`src/core/tsso_pkg.sv`:
```
package tsso_pkg;

    // ========================================================================
    // Object indices.
    localparam logic [15:0] IDX_LONG_DIFF16 = 16'h6014;
    localparam logic [15:0] IDX_LAT_SLOPE16 = 16'h6020;
    localparam logic [15:0] IDX_LAT_CTRL = 16'h6021;
    localparam logic [15:0] IDX_LAT_PRESET16 = 16'h6022;
    localparam logic [15:0] IDX_LAT_AUTO16 = 16'h6023;
    localparam logic [15:0] IDX_LAT_DIFF16 = 16'h6024;
    localparam logic [15:0] IDX_LONG_SLOPE32 = 16'h6110;
    localparam logic [15:0] IDX_LONG_DIFF32 = 16'h6114;
    localparam logic [15:0] IDX_LAT_SLOPE32 = 16'h6120;
    localparam logic [15:0] IDX_LAT_CTRL32 = 16'h6121;
    localparam logic [15:0] IDX_LAT_PRESET32 = 16'h6122;
    localparam logic [15:0] IDX_LAT_AUTO32 = 16'h6123;
    localparam logic [15:0] IDX_LAT_DIFF32 = 16'h6124;
    localparam logic [15:0] IDX_PRESET_Y = 16'h2601;

    // ========================================================================
    // Field positions and reset values.
    localparam int CTRL_INV_BIT = 0;
    localparam int CTRL_SCALE_BIT = 1;
    localparam logic [7:0] CTRL_RESET = 8'h00;
    localparam logic [15:0] PRESET_RESET = 16'h0000;
    localparam logic [15:0] OFFSET16_RESET = 16'h0000;
    localparam logic [31:0] OFFSET32_RESET = 32'h0000_0000;

    // ========================================================================
    // Resolution codes and count limits.
    localparam logic [15:0] RES_CODE_1DEG = 16'h0001;
    localparam logic [15:0] RES_CODE_01DEG = 16'h0002;
    localparam logic [15:0] RES_CODE_001DEG = 16'h000A;
    localparam logic [15:0] LIM_1DEG = 16'h0050;
    localparam logic [15:0] LIM_01DEG = 16'h0320;
    localparam logic [15:0] LIM_001DEG = 16'h1F40;

    // ========================================================================
    // Object access request.
    typedef struct packed {
        logic rd;
        logic wr;
        logic [15:0] index;
        logic [31:0] wdata;
    } tsso_od_req_t;

endpackage

```
`src/core/tsso_top.sv`:
```
`timescale 1ns/1ps
`default_nettype none
module tsso_top
    import tsso_pkg::*;
(
    input wire logic clk_in,
    input wire logic nrst_in,
    input wire tsso_od_req_t od_req_in,
    input wire logic [15:0] resolution_in,
    input wire logic [15:0] lateral_raw_in,
    input wire logic [15:0] long_base16_in,
    input wire logic [31:0] long_base32_in,
    input wire logic long_scale_en_in,
    output logic od_ack_out,
    output logic od_err_out,
    output logic [31:0] od_rdata_out,
    output logic [15:0] lateral_tilt_count_out,
    output logic [31:0] lateral_tilt_wide_out,
    output logic [15:0] longitudinal_tilt_count_out,
    output logic [31:0] longitudinal_tilt_wide_out
);

    // ========================================================================
    // Helper functions.
    function automatic logic [15:0] res_limit(input logic [15:0] res);
        logic [15:0] lim;
        lim = LIM_001DEG;
        if (res == RES_CODE_1DEG)
        begin
            lim = LIM_1DEG;
        end
        else if (res == RES_CODE_01DEG)
        begin
            lim = LIM_01DEG;
        end
        return lim;
    endfunction

    function automatic logic [15:0] clamp16(input logic [15:0] v, input logic [15:0] lim);
        logic [15:0] r;
        logic [15:0] nlim;
        r = v;
        nlim = 16'h0000 - lim;
        if ($signed(v) > $signed(lim))
        begin
            r = lim;
        end
        else if ($signed(v) < $signed(nlim))
        begin
            r = nlim;
        end
        return r;
    endfunction

    function automatic logic [31:0] sext(input logic [15:0] v);
        return {{16{v[15]}}, v};
    endfunction

    // ========================================================================
    // Stored objects.
    logic [7:0] lat_ctrl;
    logic [15:0] lat_preset;
    logic [15:0] lat_auto;
    logic [15:0] lat_diff;
    logic [31:0] long_diff;
    logic [7:0] next_lat_ctrl;
    logic [15:0] next_lat_preset;
    logic [15:0] next_lat_auto;
    logic [15:0] next_lat_diff;
    logic [31:0] next_long_diff;
    logic next_ack;
    logic next_err;
    logic [31:0] next_rdata;

    logic inv_on;
    logic scale_on;
    logic [15:0] lat_neg;
    logic [15:0] lat_signed;
    logic [15:0] lat_sum;
    logic [15:0] lat_result;
    logic [15:0] lat_lim;
    logic [15:0] next_lat_count;
    logic [15:0] next_long_count;
    logic [31:0] next_long_wide;
    logic preset_wr;

    // ========================================================================
    // Lateral datapath.
    always_comb
    begin
        inv_on = lat_ctrl[CTRL_INV_BIT];
        scale_on = lat_ctrl[CTRL_SCALE_BIT];
        lat_neg = 16'h0000 - lateral_raw_in;
        lat_signed = inv_on ? lat_neg : lateral_raw_in;
        lat_sum = lat_signed + lat_auto + lat_diff;
        lat_result = scale_on ? lat_sum : lat_signed;
        lat_lim = res_limit(resolution_in);
        next_lat_count = clamp16(lat_result, lat_lim);
    end

    // ========================================================================
    // Longitudinal datapath.
    always_comb
    begin
        next_long_count = long_base16_in;
        next_long_wide = long_base32_in;
        if (long_scale_en_in)
        begin
            next_long_count = long_base16_in + long_diff[15:0];
            next_long_wide = long_base32_in + long_diff;
        end
    end

    // ========================================================================
    // Object dictionary access.
    always_comb
    begin
        next_lat_ctrl = lat_ctrl;
        next_lat_preset = lat_preset;
        next_lat_auto = lat_auto;
        next_lat_diff = lat_diff;
        next_long_diff = long_diff;
        next_ack = od_req_in.rd | od_req_in.wr;
        next_err = 1'b0;
        next_rdata = 32'h0000_0000;
        preset_wr = 1'b0;
        if (od_req_in.wr)
        begin
            unique case (od_req_in.index)
                IDX_LONG_DIFF16: next_long_diff = sext(od_req_in.wdata[15:0]);
                IDX_LONG_DIFF32: next_long_diff = od_req_in.wdata;
                IDX_LAT_CTRL, IDX_LAT_CTRL32: next_lat_ctrl = od_req_in.wdata[7:0];
                IDX_LAT_PRESET16, IDX_LAT_PRESET32, IDX_PRESET_Y:
                begin
                    preset_wr = 1'b1;
                end
                IDX_LAT_DIFF16, IDX_LAT_DIFF32: next_lat_diff = od_req_in.wdata[15:0];
                default: next_err = 1'b1;
            endcase
            if (preset_wr)
            begin
                next_lat_preset = od_req_in.wdata[15:0];
                next_lat_auto = od_req_in.wdata[15:0] - lat_signed;
            end
        end
        else if (od_req_in.rd)
        begin
            unique case (od_req_in.index)
                IDX_LONG_DIFF16: next_rdata = {16'h0000, long_diff[15:0]};
                IDX_LAT_SLOPE16: next_rdata = {16'h0000, lateral_tilt_count_out};
                IDX_LAT_CTRL: next_rdata = {24'h00_0000, lat_ctrl};
                IDX_LAT_PRESET16, IDX_PRESET_Y: next_rdata = {16'h0000, lat_preset};
                IDX_LAT_AUTO16: next_rdata = {16'h0000, lat_auto};
                IDX_LAT_DIFF16: next_rdata = {16'h0000, lat_diff};
                IDX_LONG_SLOPE32: next_rdata = longitudinal_tilt_wide_out;
                IDX_LONG_DIFF32: next_rdata = long_diff;
                IDX_LAT_SLOPE32: next_rdata = lateral_tilt_wide_out;
                IDX_LAT_CTRL32: next_rdata = {24'h00_0000, lat_ctrl};
                IDX_LAT_PRESET32: next_rdata = sext(lat_preset);
                IDX_LAT_AUTO32: next_rdata = sext(lat_auto);
                IDX_LAT_DIFF32: next_rdata = sext(lat_diff);
                default: next_err = 1'b1;
            endcase
        end
    end

    // ========================================================================
    // State registers.
    always_ff @(posedge clk_in)
    begin
        if (!nrst_in)
        begin
            lat_ctrl <= CTRL_RESET;
            lat_preset <= PRESET_RESET;
            lat_auto <= OFFSET16_RESET;
            lat_diff <= OFFSET16_RESET;
            long_diff <= OFFSET32_RESET;
            od_ack_out <= 1'b0;
            od_err_out <= 1'b0;
            od_rdata_out <= 32'h0000_0000;
            lateral_tilt_count_out <= 16'h0000;
            lateral_tilt_wide_out <= 32'h0000_0000;
            longitudinal_tilt_count_out <= 16'h0000;
            longitudinal_tilt_wide_out <= 32'h0000_0000;
        end
        else
        begin
            lat_ctrl <= next_lat_ctrl;
            lat_preset <= next_lat_preset;
            lat_auto <= next_lat_auto;
            lat_diff <= next_lat_diff;
            long_diff <= next_long_diff;
            od_ack_out <= next_ack;
            od_err_out <= next_err;
            od_rdata_out <= next_rdata;
            lateral_tilt_count_out <= next_lat_count;
            lateral_tilt_wide_out <= sext(next_lat_count);
            longitudinal_tilt_count_out <= next_long_count;
            longitudinal_tilt_wide_out <= next_long_wide;
        end
    end
endmodule
`default_nettype wire

```
`config.mk`:
```
export PLATFORM = sky130hd
export DESIGN_NAME = tsso_top
export DESIGN_NICKNAME = d
export VERILOG_FILES = /design/src/core/tsso_pkg.sv /design/src/core/tsso_top.sv
export SDC_FILE = /design/constraint.sdc
export NUM_CORES = 1
export LEC_CHECK = 0
export BUFFER_PORTS_ARGS = -buffer_cell sky130_fd_sc_hd__buf_2
export CORE_MARGIN = 1.5
export CORE_UTILIZATION = 35
export CTS_BUF_LIST = sky130_fd_sc_hd__clkbuf_8
export DETAILED_ROUTE_END_ITERATION = 7
export SYNTH_ARGS = -nofsm -noshare
export SYNTH_HDL_FRONTEND = slang
export SYNTH_SLANG_ARGS = --single-unit
```
`constraint.sdc`:
```
create_clock -name clk_in -period 4.6 [get_ports clk_in]
set_clock_uncertainty 0.05 [all_clocks]
set_input_delay 0.23 -clock clk_in [delete_from_list [all_inputs] [get_ports clk_in]]
set_output_delay 0.23 -clock clk_in [all_outputs]
set_load 0.01 [all_outputs]
```
==> Word-level counts from Yosys, hierarchy flattened <==
Cells that the tools add are included.
{ "word_totals": {"register_bits": 202, "input_bits": 133, "output_inout_bits": 130} }
{ "classes": {"addsub": 7, "magnitude_cmp": 2, "n_eq_ne": 16, "mux": 16, "bitwise_logic": 3, "n_reduce_logical": 12} }
{ "op_table": {"columns": ["op", "n"], "rows": [
  ["one-hot mux 32 bit (12 select lines)", 1],
  ["equality test 16 x 15 -> 1 bit, second input constant", 13],
  ["two-way mux 16 bit", 5],
  ["one-hot mux 32 bit (2 select lines)", 1],
  ["adder 16 bit", 3],
  ["adder 32 bit", 1],
  ["two-way mux 32 bit", 1],
  ["subtractor 1 x 16 -> 16 bit, first input constant", 2],
  ["two-way mux 13 bit", 2],
  ["equality test 16 x 1 -> 1 bit, second input constant", 1],
  ["equality test 16 x 14 -> 1 bit, second input constant", 1],
  ["equality test 16 x 2 -> 1 bit, second input constant", 1],
  ["> comparator 16 bit", 1],
  ["less-than comparator 16 bit", 1],
  ["subtractor 16 bit", 1],
  ["OR reduction 14 bit", 1],
  ["OR reduction 9 bit", 1],
  ["AND reduction 2 bit", 4],
  ["two-way mux 1 bit", 6],
  ["OR reduction 2 bit", 3],
  ["OR reduction 3 bit", 2],
  ["NOT 1 bit", 2],
  ["nonzero test 2 bit", 1],
  ["bitwise OR 1 bit", 1]
]} }

==> Depth between registers and ports, before layout <==
Gate-level depths: netlist (run 1).
{ "depth": {"ltp_word": 8, "depth_mapped": 26} }

==> Worst setup path after synthesis (run 1) <==
OpenSTA, ideal clock, no wires.
{ "synth_timing": {"path_type": "input -> register", "from": "input lateral_raw_in[0]", "to": "register lateral_tilt_wide_out[5]", "setup_time_ns": 0.095, "arrival_time_ns": 4.883, "path_slack_ns": -0.428, "path_stages": 23, "n_path_buf": 2, "cell_sequence": "inv_1 -> ha_1 -> mux2_2 -> fa_1 -> ha_1 -> fa_1 -> a211oi_2 -> o21ai_2 -> a41oi_2 -> nor2b_1 -> nor2_1 -> xnor2_1 -> mux2_2 -> ha_1 -> inv_1 -> a21oi_1 -> nor4b_1 -> o21ai_0 -> a31oi_1 -> clkbuf_1 -> clkbuf_1 -> o21ai_0 -> a221oi_1"} }
{ "synth_between": {"elab_chain_cells": 8, "elab_cells_between_ends": 9} }
{ "synth_lines": {"columns": ["element", "line", "source"], "rows": [
  ["from (decl)", "tsso_top.sv:10", "input wire logic [15:0] lateral_raw_in,"],
  ["subtractor 1 x 16 -> 16 bit", "tsso_top.sv:93", "lat_neg = 16'h0000 - lateral_raw_in;"],
  ["two-way mux 16 bit *", "tsso_top.sv:94", "lat_signed = inv_on ? lat_neg : lateral_raw_in;"],
  ["adder 16 bit (2 in series)", "tsso_top.sv:95", "lat_sum = lat_signed + lat_auto + lat_diff;"],
  ["two-way mux 16 bit *", "tsso_top.sv:96", "lat_result = scale_on ? lat_sum : lat_signed;"],
  ["less-than comparator 16 bit", "tsso_top.sv:48", "else if ($signed(v) < $signed(nlim))"],
  ["two-way mux 16 bit", "tsso_top.sv:48", null],
  ["two-way mux 16 bit *", "tsso_top.sv:44", "if ($signed(v) > $signed(lim))"],
  ["to (signal assigned)", "tsso_top.sv:197", "lateral_tilt_wide_out <= sext(next_lat_count);"],
  ["to (decl)", "tsso_top.sv:18", "output logic [31:0] lateral_tilt_wide_out,"]
]} }
Mark *: on every way between the ends. The rest lies on a longest branch, timed or not.
A chain may end at the register's enable or synchronous reset.

==> Worst setup path after layout (run 1) <==
{ "layout_timing": {"from": "register lat_ctrl[0]", "to": "register lateral_tilt_wide_out[8]"} }
{ "layout_between": {"elab_chain_cells": 7, "elab_cells_between_ends": 8} }
{ "layout_lines": {"columns": ["element", "line", "source"], "rows": [
  ["from (decl)", "tsso_top.sv:61", "logic [7:0] lat_ctrl;"],
  ["from (signal assigned)", "tsso_top.sv:188", "lat_ctrl <= next_lat_ctrl;"],
  ["two-way mux 16 bit *", "tsso_top.sv:94", null],
  ["adder 16 bit (2 in series)", "tsso_top.sv:95", null],
  ["two-way mux 16 bit *", "tsso_top.sv:96", null],
  ["less-than comparator 16 bit", "tsso_top.sv:48", null],
  ["two-way mux 16 bit", "tsso_top.sv:48", null],
  ["two-way mux 16 bit *", "tsso_top.sv:44", null]
]} }
Marks and branches as above.

==> results by stage, run 1 <==
CTS:
- The count of H-tree levels built during CTS is 4.
- The root buffer cell is clkbuf_8.
- The number of clock buffers added by TritonCTS is 17.
- The clock slew seen by the registers of the worst setup and hold paths is 0.11 ns.
- The clock reaches the later pin of the worst-skew pair after 0.52 ns.
- The CTS tree is yes.
- The total clock sinks is 186.
- The maximum clock insertion buffer count is 2.

Power and ir drop:
- The relative contribution of the clock network to total power is 33.2%.
- The design internal power is between 0.002 and 0.0025 W.
- The leakage power total is 7.04 nW.
- In this run the power spent charging and discharging nets is 0.00117 W.
- In this run switching power makes up 32.8% of total power.
- For this design the ratio of total power to cell area is 222 nW/µm².
- In this run, flip-flops and latches consume 47.2% of the power.
- Across the VDD grid, the largest voltage drop is 187 µV.
- Combinational cells account for between 15 and 20% of the total power.

Cells and area:
- The area growth from synthesis to layout is 30.8%.
- In the final layout, the share of cells above drive strength 1 is 25.2%.
- The final-stage net count is 2171.
- Measured on the finished design, the core utilization comes to 46.6%.
- The most common cell after layout, fill and taps aside is buf_2.
- The number of filler cells placed in the layout is 3490.
- The top cell types in the final layout, fill and taps aside, are buf_2, nand2_1, dfxtp_1.

Logic synthesis:
- Summing the areas of all fa, ha and maj instances in the mapped netlist gives 12.9% of the synthesized area.
- The synthesized netlist devotes 23.7% of its cell area to compound gates.
- The post-synthesis simple-gate area fraction is between 10% and 20%.
- The proportion of synthesized chip area in sequential cells is 30.2%.
- The Yosys step of the flow raised 0 warnings.
- The count of flip-flops with a built-in enable after synthesis is 0.
- Measured against the total synthesized area, the mux share comes to 3.42%.
- In this run, synthesis produced a sequential element count of 186.
- After synthesis, the largest family of logic cells by area is compound AO/OA/AOI/OAI gates.
- The cell count after synthesis came out at 1546.
- After synthesis the cells add up to roughly 12000 µm².
- For this run, asynchronously set or reset flops after synthesis account for 0%.
- The average instance in the mapped netlist occupies between 7 and 8 µm².
- In this run, distinct cell masters in the synthesized netlist total 83.
- The synthesized netlist devotes 4.75% of its cell area to XOR and XNOR gates.
- The most used flip-flop cell after synthesis is dfxtp_1.

Worst setup path:
- STA classifies the critical path startpoint as a register.
- Along the worst path, the maximum fanout reaches 7.
- STA puts the critical path data required time at roughly 5.0 ns.
- The capturing element type of the critical path is a register.
- The critical path class is register to register.
- At the worst endpoint, the arrival time is 5.20 ns.

Floorplanning:
- The die area is 36400 µm².
- The die outline width is 191 µm.
- The placement row count is 68.
- The starting density of the core is a little over a third.
- roughly 260 I/O pins were placed.
- The die extent in y is 191 µm.
- The standard cell core area is 34600 µm².

STA:
- For the finished layout, the period the worst path requires is about 4.8 ns.
- The final critical path takes up 104% of the cycle.
- At the pin with the least slew margin, the transition time is approximately 1.3 ns.
- Setup violations remaining at the end of the flow were counted as 16.
- Setup repair after global routing could not meet its margin everywhere.
- The worst-case headroom to the max-slew limit is 15.4%.
- The maximum achievable frequency is 209 MHz.
- The smallest setup slack after layout is -0.187 ns.
- The number of slew-limit violations in the final report was 0.
- The hold violation total from the final report is 0.

Place:
- The estimated wirelength of the detail-placed design is around 32000 µm.
- The number of buffers inserted by port buffering is 262.
- The congestion estimate from routability-driven global placement came to 0.920.
- Before CTS, the worst setup slack after placement is -0.449 ns.

Routing:
- After detailed routing, the number of remaining DRC violations is 0.
- In this run, the number of DRC markers left after iteration 0 of detailed routing was around 830.
- The number of detailed-routing iterations run before antenna repair is 5.
- The final layout contains routed wiring with a total length of about 42000 µm.
- After detailed routing, the number of vias per cell comes to between 5 and 6.
- Dividing the detail-routed wire length by the instance count gives 17.6 µm.
- The residual antenna-violating net count after detailed routing is 0.
- Detailed routing inserted a total of around 13000 vias.

Global route:
- The via count of the first global-routing pass is 11800.
- Summed over all layers, the global routing overflow is 0.
- The overall global routing resource usage is between 20% and 30%.
- Entering global routing, the biggest net connects 62 pins.
- The first global-routing pass estimated 64100 µm of wire.
- The number of antenna violations at the first check in global routing is 1.

Status:
- The checks that failed: negative setup slack.
- The flow ran to the end, but the final reports show violations.

Min path:
- The path class of the lowest-slack min-delay path is primary input to register.

Job:
- The number of max-cap violations is 0.
## power groups by stage
| stage | logic [W] | registers, W | clock network, W |
|---|---|---|---|
| after global routing | 0.000767 | 0.00170 | 0.00129 |
| after floorplan | 0.000347 | 0.00173 | 0 |
| after global placement | 0.000597 | 0.00173 | 0 |
| after CTS | 0.000682 | 0.00169 | 0.00121 |
| final | 0.000702 | 0.00169 | 0.00119 |
| after detailed placement | 0.000605 | 0.00173 | 0 |
## per-layer routing
metal / track usage [%] / wire (µm) / vias up
met4: 8.15 / 1260 / 0
met1: 29.6 / 18500 / 5929
met5: 0 / 0 / -
met2: 36.7 / 19400 / 451
li1: - / - / 6224
met3: 4.44 / 3010 / 63
## sequential cells by signal, summed over array words and instances (netlist names)
name and cells:
lat_ctrl 8, lat_diff 16, long_diff 32, od_err_out 1, lat_auto 16, lat_preset 16, od_rdata_out 32, longitudinal_tilt_count_out 16
longitudinal_tilt_wide_out 32, od_ack_out 1, lateral_tilt_wide_out 16
## Yosys cell counts, drive strengths merged (31+ instances only)
library cell,n,share of area [%]
nand2,214,6.5
dfxtp,186,30
a21oi,185,7.5
nor2,129,4.0
ha,97,9.8
o21ai,86,3.5
inv,69,2.1
clkbuf,55,1.7
buf,46,2.5
xnor2,43,3.1
nand3,39,1.7
mux2i,32,2.6
a22oi,31,1.9
## cells by family after synthesis
logic type / count (synthesis)
simple gates: 500
xor+xnor: 67
buf+inv: 170
mux: 41
compound gates: 465
fa+ha+maj: 116
flops: 186
other cells: 1
## path summary, 6_finish.rpt
path                                                     to  slack, ns                      from  cells past startpoint
setup / recovery        lateral_tilt_wide_out[8]$_SDFF_PN0_      -0.19  lat_ctrl[0]$_SDFFE_PN0P_                     21
setup reg to reg        lateral_tilt_wide_out[8]$_SDFF_PN0_      -0.19  lat_ctrl[0]$_SDFFE_PN0P_                     21
hold / removal    longitudinal_tilt_count_out[4]$_SDFF_PN0_       0.03         long_base16_in[4]                      4
hold reg to reg                    lat_ctrl[5]$_SDFFE_PN0P_       0.41  lat_ctrl[5]$_SDFFE_PN0P_                      2
## cell type report
class,count,area [µm²],share of cell area (%)
clock inverters,15,189,1.17
diodes,1,2.50,0.0155
repair buffers,454,2990,18.5
clock buffers,17,234,1.45
well taps,455,569,3.53
multi-input cells,1194,8170,50.6
inverters,69,263,1.63
flip-flops and latches,186,3730,23.1
## through the flow
| stage | cell area (µm²) | hold slack (ns) | power [W] | cells | TNS (ns) |
|---|---|---|---|---|---|
| after CTS | 16000 | 0.0127 | 0.00359 | 2388 | -0.618 |
| after global routing | 16100 | 0.0368 | 0.00375 | 2391 | -5.79 |
| after detailed placement | 14600 | 0.397 | 0.00234 | 2268 | -5.83 |
| after global placement | 14600 | 0.387 | 0.00233 | 2268 | -4.06 |
| after floorplan | 12500 | 0.288 | 0.00208 | 1549 | 0 |
| final | 16100 | 0.0337 | 0.00358 | 2391 | -1.75 |
## critical path, cell delays in order, from the launching register on
cell and delay, ns:
dfxtp_4 0.42, mux2_4 0.32, fa_1 0.44, ha_2 0.21, fa_2 0.37, a211oi_4 0.29, o21ai_2 0.10, a41oi_2 0.19
nor2b_1 0.07, nor2_1 0.12, xnor2_1 0.07, mux2_4 0.30, ha_4 0.17, buf_4 0.13, nor4_1 0.36, nor4b_2 0.11
o21ai_2 0.08, a31oi_1 0.09, buf_4 0.17, or4_1 0.40, a21oi_1 0.16, a311o_1 0.12
## what timing repair did
item                                   4_1_cts  5_1_grt
setup endpoints to repair                   16       16
pin swaps                                   22       10
gates resized for setup                     21       30
hold buffers                                80        0
endpoints found under the hold margin      121        0
buffers inserted                             7        2
gates cloned                                 1        0
Note: power is estimated with default switching activity, not from simulation.
==> run 2: changes to the inputs <==
Settings changed: CELL_PAD_IN_SITES_DETAIL_PLACEMENT set to 1, CELL_PAD_IN_SITES_GLOBAL_PLACEMENT set to 1, PLACE_DENSITY_LB_ADDON set to 0.1, RECOVER_POWER set to 50.
==> run 2 against run 1 <==
  * Worst hold slack worse by 0.0080 ns
  * Count of clock-buffer cells in the layout unchanged
  * Final cell count increased by 0.42%
  * Global-route usage up 4.1 points
  * Non-clock buffer count is 8 higher
  * Largest power group unchanged
  * The run still ends with negative setup slack left
  * Die area did not move
==> results by stage, run 2 (same netlist as run 1, synthesis figures left out) <==
Status:
- The run finished, with violations left.
- The checks that failed: negative setup slack.

Global route:
- The number of antenna violations at the first check in global routing is 2 (+1).
- The first-pass GRT wire length is 73900 µm (+15%).
- The overall global routing resource usage is 26.7% (+4.1 points).
- The fraction of met1 tracks used by global routing is 35.0% (+5.3 points).
- The met2 capacity usage during global routing is 45.5% (+8.8 points).
- The met3 track utilization from global routing came to 3.55% (-0.88 points).
- The largest net degree at the start of global routing is 45 (-27%).
- The sum of overflow across all layers after global routing came to 0 (unchanged).
- The via count of the first global-routing pass came to 12900 (+9.4%).
- The global routing stage identified its most utilized layer as met2.

Worst setup path:
- STA classifies the critical path startpoint as a register.
- The data arrival time of the critical path came to 5.28 ns (+0.08 ns).
- The critical path class is register to register.
- The largest driver fanout on the critical path is 6 (-1).
- The required arrival time at the worst endpoint is 5.00 ns (about the same).
- The capturing element type of the critical path is a register.

CTS:
- The count of H-tree levels built during CTS was 4 (unchanged).
- The clock buffer count from CTS came to 17 (unchanged).
- The insertion delay to the later sink of the worst-skew pair is 0.49 ns (-0.03 ns).
- The maximum clock insertion buffer count is 2 (unchanged).
- The total clock sinks is 186 (unchanged).
- The clock slew seen by the registers of the worst setup and hold paths was 0.11 ns (about the same).
- The CTS tree is yes.
- The tree is rooted in a clkbuf_8.

Cells and area:
- The largest registers in the layout are long_diff: 32 flops, longitudinal_tilt_wide_out: 32 flops, od_rdata_out: 32 flops.
- In the layout the commonest cells are nand2_1, dfxtp_1, a21oi_1.
- The core utilization of the finished layout is 46.2% (-0.43 points).
- The proportion of layout cells with a drive suffix above 1 is 18.8% (-6.4 points).
- The library cell used most frequently in the layout, excluding fill and tap cells, is nand2_1.
- The area growth from synthesis to layout is 29.5%.
- The final cell count without fillers is 2401 (+0.42%).
- The final-stage net count was 2179 (+0.37%).

Power and ir drop:
- The maximum VDD drop came to 188 µV (+0.68%).
- The fraction of power consumed by combinational cells is 19.9% (+0.3 points).
- The part of the total power dissipated in sequential elements is 47.6% (+0.4 points).
- The leakage power total was 6.55 nW (-6.9%).
- The relative contribution of the clock network to total power is 32.5% (-0.7 points).
- The switching part of the total power was 31.0% (-1.8 points).
- The design internal power is 0.00246 W (+2.2%).
- The net load switching power was 0.00111 W (-5.9%).
- The power per cell area was 223 nW/µm² (+0.45%).

Routing:
- The number of DRC violations after detailed routing is 0 (unchanged).
- The mean number of vias per cell was 5.38 (+1.6%).
- The total number of vias is 12900 (+2.0%).
- The residual antenna-violating net count after detailed routing is 0 (unchanged).
- The number of DRC markers after the initial detailed-route iteration is 686 (-17%).
- The total length of routed wires came to 49300 µm (+17%).
- The number of detailed-routing iterations run before antenna repair is 4 (-1).
- The detail-routed net length per standard cell is 20.5 µm (+16%).

STA:
- The final setup violation count is 16 (unchanged).
- The portion of the clock cycle consumed by the worst path in the final layout is 106% (+2.0 points).
- The smallest setup slack after layout is -0.281 ns (-0.0941 ns).
- The maximum achievable frequency is 205 MHz (-1.9%).
- The minimum clock period after layout came to 4.88 ns (+0.0941 ns).
- Setup repair after global routing could not meet its margin everywhere.
- The worst-case headroom to the max-slew limit is 20.5% (+5.1 points).
- The slew at the pin with the worst max-slew slack is 1.19 ns (-0.0772 ns).
- The number of slew-limit violations in the final report is 0 (unchanged).
- The hold violation total from the final report is 0 (unchanged).

Floorplanning:
- The die extent in y is 191 µm (unchanged).
- The placement row count is 68 (unchanged).
- The starting density of the core came to 35.6% (unchanged).
- The number of top-level pins came to 263 (unchanged).
- The die area is 36400 µm² (unchanged).
- The die outline width is 191 µm (unchanged).
- The standard cell core area is 34600 µm² (unchanged).

Place:
- The number of buffers inserted by port buffering is 262 (unchanged).
- The total placed cells including tap cells is 2282 (+0.62%).
- The placer congestion estimate is 0.913 (-0.78%).
- The estimated wirelength of the detail-placed design is 38300 µm (+18%).

Min path:
- The path class of the lowest-slack min-delay path is primary input to register.

Job:
- The number of max-cap violations is 0 (unchanged).
-- run 2: changes by cell type in the layout (fill, tap and decap cells not counted), moves of 5 or more --
cell / delta
buf_4: +22
clkbuf_1: +131
buf_6: -7
clkinv_8: -5
dlygate4sd3_1: -7
buf_2: -131
-- run 2: critical path, stage by stage, from the launching register on --
cell and delay (ns):
dfxtp_4 0.39, mux2_4 0.31, fa_1 0.51, ha_4 0.19, fa_2 0.38, a211oi_4 0.24
o21ai_2 0.11, a41oi_2 0.23, nor2b_1 0.08, nor2_1 0.13, xnor2_1 0.09, mux2_4 0.30
ha_4 0.17, or4_4 0.52, o21ai_2 0.16, a31oi_1 0.10, buf_4 0.17, or4_4 0.43
a21oi_2 0.15, a311o_1 0.12
-- run 2: final timing paths --
path                                               start                             endpoint  slack [ns]  cells after the start
worst max-delay path            lat_ctrl[0]$_SDFFE_PN0P_  lateral_tilt_wide_out[8]$_SDFF_PN0_       -0.28                     19
worst min-delay path                       od_req_in[14]          lat_preset[14]$_SDFFE_PN0P_        0.03                      3
worst max register to register  lat_ctrl[0]$_SDFFE_PN0P_  lateral_tilt_wide_out[8]$_SDFF_PN0_       -0.28                     19
worst min register to register  lat_ctrl[3]$_SDFFE_PN0P_             lat_ctrl[3]$_SDFFE_PN0P_        0.41                      2
-- run 2: power by group through the flow --
| stage | registers, W | clock network (W) | logic, W |
|---|---|---|---|
| final | 0.00170 | 0.00116 | 0.000708 |
| after global routing | 0.00170 | 0.00126 | 0.000772 |
| after CTS | 0.00169 | 0.00119 | 0.000709 |
| after detailed placement | 0.00173 | 0 | 0.000644 |
| after global placement | 0.00173 | 0 | 0.000630 |
| after floorplan | 0.00173 | 0 | 0.000347 |
-- run 2: repair_timing --
action / 4_1_cts / 5_1_grt
pin swaps: 13 / 13
endpoints found under the hold margin: 91 / 0
setup endpoints to repair: 16 / 16
buffers inserted: 6 / 4
hold buffers: 73 / 0
gates resized for setup: 16 / 28
gates cloned: 1 / 0
-- run 2: layout make-up --
cell class	count	area, µm²
Antenna cell	3	7.51
Clock buffer	17	234
Clock inverter	15	165
Fill cell	4358	18600
Inverter	69	263
Multi-Input combinational cell	1194	8180
Sequential cell	186	3730
Tap cell	455	569
Timing Repair Buffer	462	2840
-- run 2: through the flow --
stage          power [W]  cell area (µm²)  TNS (ns)  setup slack (ns)  hold slack [ns]
3_5_place_dp     0.00237            14700     -8.70            -0.607            0.398
3_3_place_gp     0.00236            14700     -5.30            -0.409            0.388
4_1_cts          0.00359            16000     -2.46            -0.224          0.00294
5_1_grt          0.00373            16000     -6.31            -0.485          0.00713
6_report         0.00356            16000     -2.34            -0.281           0.0257
2_1_floorplan    0.00208            12500         0           0.00156            0.288
-- run 2: layer usage --
| layer | share of wire (%) | routed length [µm] |
|---|---|---|
| met1 | 46 | 22600 |
| met2 | 47 | 23200 |
| met3 | 4.8 | 2380 |
| met4 | 2.3 | 1150 |
| met5 | 0 | 0 |
==> run 3: changes to the inputs <==
Settings changed: BUFFER_PORTS_ARGS -buffer_cell sky130_fd_sc_hd__buf_2 to -buffer_cell sky130_fd_sc_hd__clkbuf_2.
==> run 3 against run 2 <==
  * The flow still finishes with violations (negative setup slack)
  * Critical path type unchanged
  * Final area increased by 0.30%
  * Sequential share of layout area decreased by 0.069 points
  * Sequential cell count unchanged
  * Worst hold slack got worse by 0.0018 ns
  * Count of clock-buffer cells in the layout increased by 1
  * First-iteration DRC count decreased by 0.87%
  * Largest power group unchanged
  * Clock power about the same
  * Maximum frequency increased by 1.4%
  * Via count decreased by 0.85%
==> results by stage, run 3 (same netlist as run 1, synthesis figures left out) <==
Job:
- The number of max-cap violations came to 0 (unchanged).

Place:
- The placer congestion estimate is 0.915 (+0.27%).
- The estimated wirelength of the detail-placed design is 38000 µm (-0.61%).
- The number of buffers inserted by port buffering is 262 (unchanged).
- The total placed cells including tap cells is 2281 (-0.044%).

Cells and area:
- Leaving out fill and tap cells, the most frequent cell in the layout is clkbuf_2.
- The area growth from synthesis to layout is 29.9%.
- The number of antenna cells inserted is 0 (-3).
- The proportion of layout cells with a drive suffix above 1 is 26.2% (+7.4 points).
- The final cell count without fillers is 2380 (-0.87%).
- The final-stage net count was 2162 (-0.78%).
- In the final layout, the registers with the most flip-flops are long_diff: 32 flops, longitudinal_tilt_wide_out: 32 flops, od_rdata_out: 32 flops.
- The number of filler cells placed in the layout is 4239 (-2.7%).
- In the layout the commonest cells are clkbuf_2, nand2_1, dfxtp_1.
- The core utilization of the finished layout is 46.3% (+0.14 points).

Worst setup path:
- The startpoint class of the critical path is a register.
- The cell family contributing the most delay on the critical path is adder cells.
- The depth of the worst register-to-register path came to 19 (unchanged).
- The startpoint identified for the worst register-to-register timing path is lat_ctrl[0]$_SDFFE_PN0P_.
- The sum of buffers and inverters on the critical path is 1 (unchanged).
- The required arrival time at the worst endpoint was 4.98 ns (-0.02 ns).
- The largest driver fanout on the critical path is 6 (unchanged).
- The register-to-register setup slack is -0.21 ns (+0.07 ns).
- The endpoint identified for the worst register-to-register timing path is lateral_tilt_wide_out[8]$_SDFF_PN0_.
- The data arrival time of the critical path is 5.20 ns (-0.08 ns).
- The critical path is of the register to register type.
- For this design, the slowest cell found on the critical path is or4_4.
- The delay of the slowest cell on the worst path is 0.49 ns (-0.03 ns).
- The capturing element type of the critical path is a register.
- The signal on the critical path passes through mux2_4 -> fa_1 -> ha_2 -> fa_2 -> a211oi_4 -> o21ai_2 -> a41oi_2 -> nor2b_1 -> nor2_1 -> xnor2_1 -> mux2_4 -> ha_4 -> or4_4 -> o21ai_4 -> a31oi_4 -> buf_6 -> or4_4 -> a21oi_2 -> a311o_1.

Floorplanning:
- The die outline width is 191 µm (unchanged).
- The placement row count is 68 (unchanged).
- The die extent in y is 191 µm (unchanged).
- The number of top-level pins came to 263 (unchanged).
- The die area is 36400 µm² (unchanged).
- The standard cell core area came to 34600 µm² (unchanged).
- The starting density of the core was 35.6% (unchanged).

CTS:
- The clock slew seen by the registers of the worst setup and hold paths is 0.10 ns (about the same).
- The CTS tree is yes.
- The root buffer cell is clkbuf_8.
- The maximum clock insertion buffer count is 2 (unchanged).
- The insertion delay to the later sink of the worst-skew pair is 0.48 ns (about the same).
- The total clock sinks is 186 (unchanged).
- The count of H-tree levels built during CTS is 4 (unchanged).
- The clock buffer count from CTS is 17 (unchanged).

Power and ir drop:
- The maximum VDD drop was 149 µV (-21%).
- The power per cell area came to 223 nW/µm² (about the same).
- The leakage power total is 6.96 nW (+6.3%).

Global route:
- The via count of the first global-routing pass is 12600 (-2.2%).
- The sum of overflow across all layers after global routing is 0 (unchanged).
- The largest net degree at the start of global routing is 52 (+16%).
- The number of antenna violations at the first check in global routing is 0 (-2).
- The first-pass GRT wire length was 73900 µm (about the same).
- The overall global routing resource usage came to 26.5% (-0.20 points).

Routing:
- The total length of routed wires is 48300 µm (-2.1%).
- The total number of vias is 12800 (-0.85%).
- The number of detailed-routing iterations run before antenna repair is 5 (+1).
- The number of DRC violations after detailed routing is 0 (unchanged).
- The number of DRC markers after the initial detailed-route iteration is 680 (-0.87%).
- The residual antenna-violating net count after detailed routing is 0 (unchanged).
- The mean number of vias per cell is 5.38 (about the same).
- The detail-routed net length per standard cell is 20.3 µm (-1.2%).

STA:
- The post-route worst hold slack is 0.0239 ns (-0.00179 ns).
- The minimum clock period after layout was 4.81 ns (-0.0660 ns).
- The hold violation total from the final report is 0 (unchanged).
- The smallest setup slack after layout is -0.215 ns (+0.0660 ns).
- The slew at the pin with the worst max-slew slack came to 1.19 ns (-0.00256 ns).
- The worst-case headroom to the max-slew limit is 20.7% (+0.17 points).
- The number of slew-limit violations in the final report is 0 (unchanged).
- The maximum achievable frequency was 208 MHz (+1.4%).
- Setup repair after global routing could not meet its margin everywhere.
- The portion of the clock cycle consumed by the worst path in the final layout is 105% (-1.4 points).
- The final setup violation count is 12 (-4).

Min path:
- The path class of the lowest-slack min-delay path is primary input to register.
- The count of cells along the worst hold path was 3 (unchanged).
- The endpoint of the worst hold-timing path is long_diff[20]$_SDFFE_PN0P_.
- The beginning of the worst hold path is od_req_in[20].

Status:
- The checks that failed: negative setup slack.
- The run finished, with violations left.
[run 3: cell types whose count changed in the layout (fill, tap and decap cells not counted), moves of 5 or more]
cell | previous run | this run
inv_6 | 6 | 0
clkbuf_2 | 0 | 262
buf_2 | 131 | 0
buf_6 | 0 | 5
clkbuf_1 | 131 | 0
buf_4 | 126 | 120
dlygate4sd3_1 | 73 | 55
[run 3: where the power goes]
group	internal [W]	switching, W
clock network	0.000544	0.000615
logic	0.000327	0.000392
registers	0.00165	0.0000462
total	0.00252	0.00105
[run 3: repair_timing]
item / in CTS / in global routing
hold buffers: 53 / 2
setup buffers: 7 / 6
pin swaps: 16 / 22
gates resized for setup: 26 / 29
setup endpoints to repair: 16 / 16
hold endpoints to repair: 55 / 2
[run 3: how the worst max path moves through the flow]
stage	startpoint	to	slack, ns	cells past startpoint
after CTS	lat_ctrl[0]$_SDFFE_PN0P_	lateral_tilt_wide_out[8]$_SDFF_PN0_	-0.24	19
after global routing	lat_ctrl[0]$_SDFFE_PN0P_	lateral_tilt_wide_out[8]$_SDFF_PN0_	-0.43	19
final	lat_ctrl[0]$_SDFFE_PN0P_	lateral_tilt_wide_out[8]$_SDFF_PN0_	-0.21	19
after floorplan	lateral_raw_in[1]	lateral_tilt_wide_out[11]$_SDFF_PN0_	0.002	21
after global placement	lateral_raw_in[1]	lateral_tilt_wide_out[8]$_SDFF_PN0_	-0.42	22
after detailed placement	lateral_raw_in[2]	lateral_tilt_wide_out[11]$_SDFF_PN0_	-0.57	26
[run 3: tightest hold or removal path, cell delays in order]
cell	delay (ns)
clkbuf_2	0.09
a21oi_1	0.06
a21oi_1	0.13
[run 3: area by class of cell]
class | count | area [µm²] | area share (%)
Multi-Input combinational cell | 1193 | 8180 | 51.0
Sequential cell | 186 | 3730 | 23.2
Inverter | 69 | 263 | 1.64
Tap cell | 455 | 569 | 3.55
Timing Repair Buffer | 446 | 2900 | 18.1
Clock buffer | 18 | 248 | 1.54
Clock inverter | 13 | 154 | 0.960
[run 3: per-layer routing]
metal / part of all wire (%) / up-vias / GRT usage (%) / routed length (µm)
met4: 1.5 / 0 / 5.33 / 704
met5: 0 / - / 0 / 0
met1: 47 / 6285 / 35.8 / 22600
met3: 4.0 / 34 / 3.33 / 1920
met2: 48 / 307 / 45.0 / 23100
li1: - / 6189 / - / -
[run 3: stage by stage]
stage | area, µm² | setup slack [ns] | TNS, ns | power (W)
floorplan | 12500 | 0.00156 | 0 | 0.00208
global placement | 14700 | -0.424 | -4.94 | 0.00236
detailed placement | 14700 | -0.572 | -8.08 | 0.00238
CTS | 15900 | -0.236 | -2.16 | 0.00358
global route | 16000 | -0.434 | -5.59 | 0.00375
finish | 16000 | -0.215 | -1.55 | 0.00357
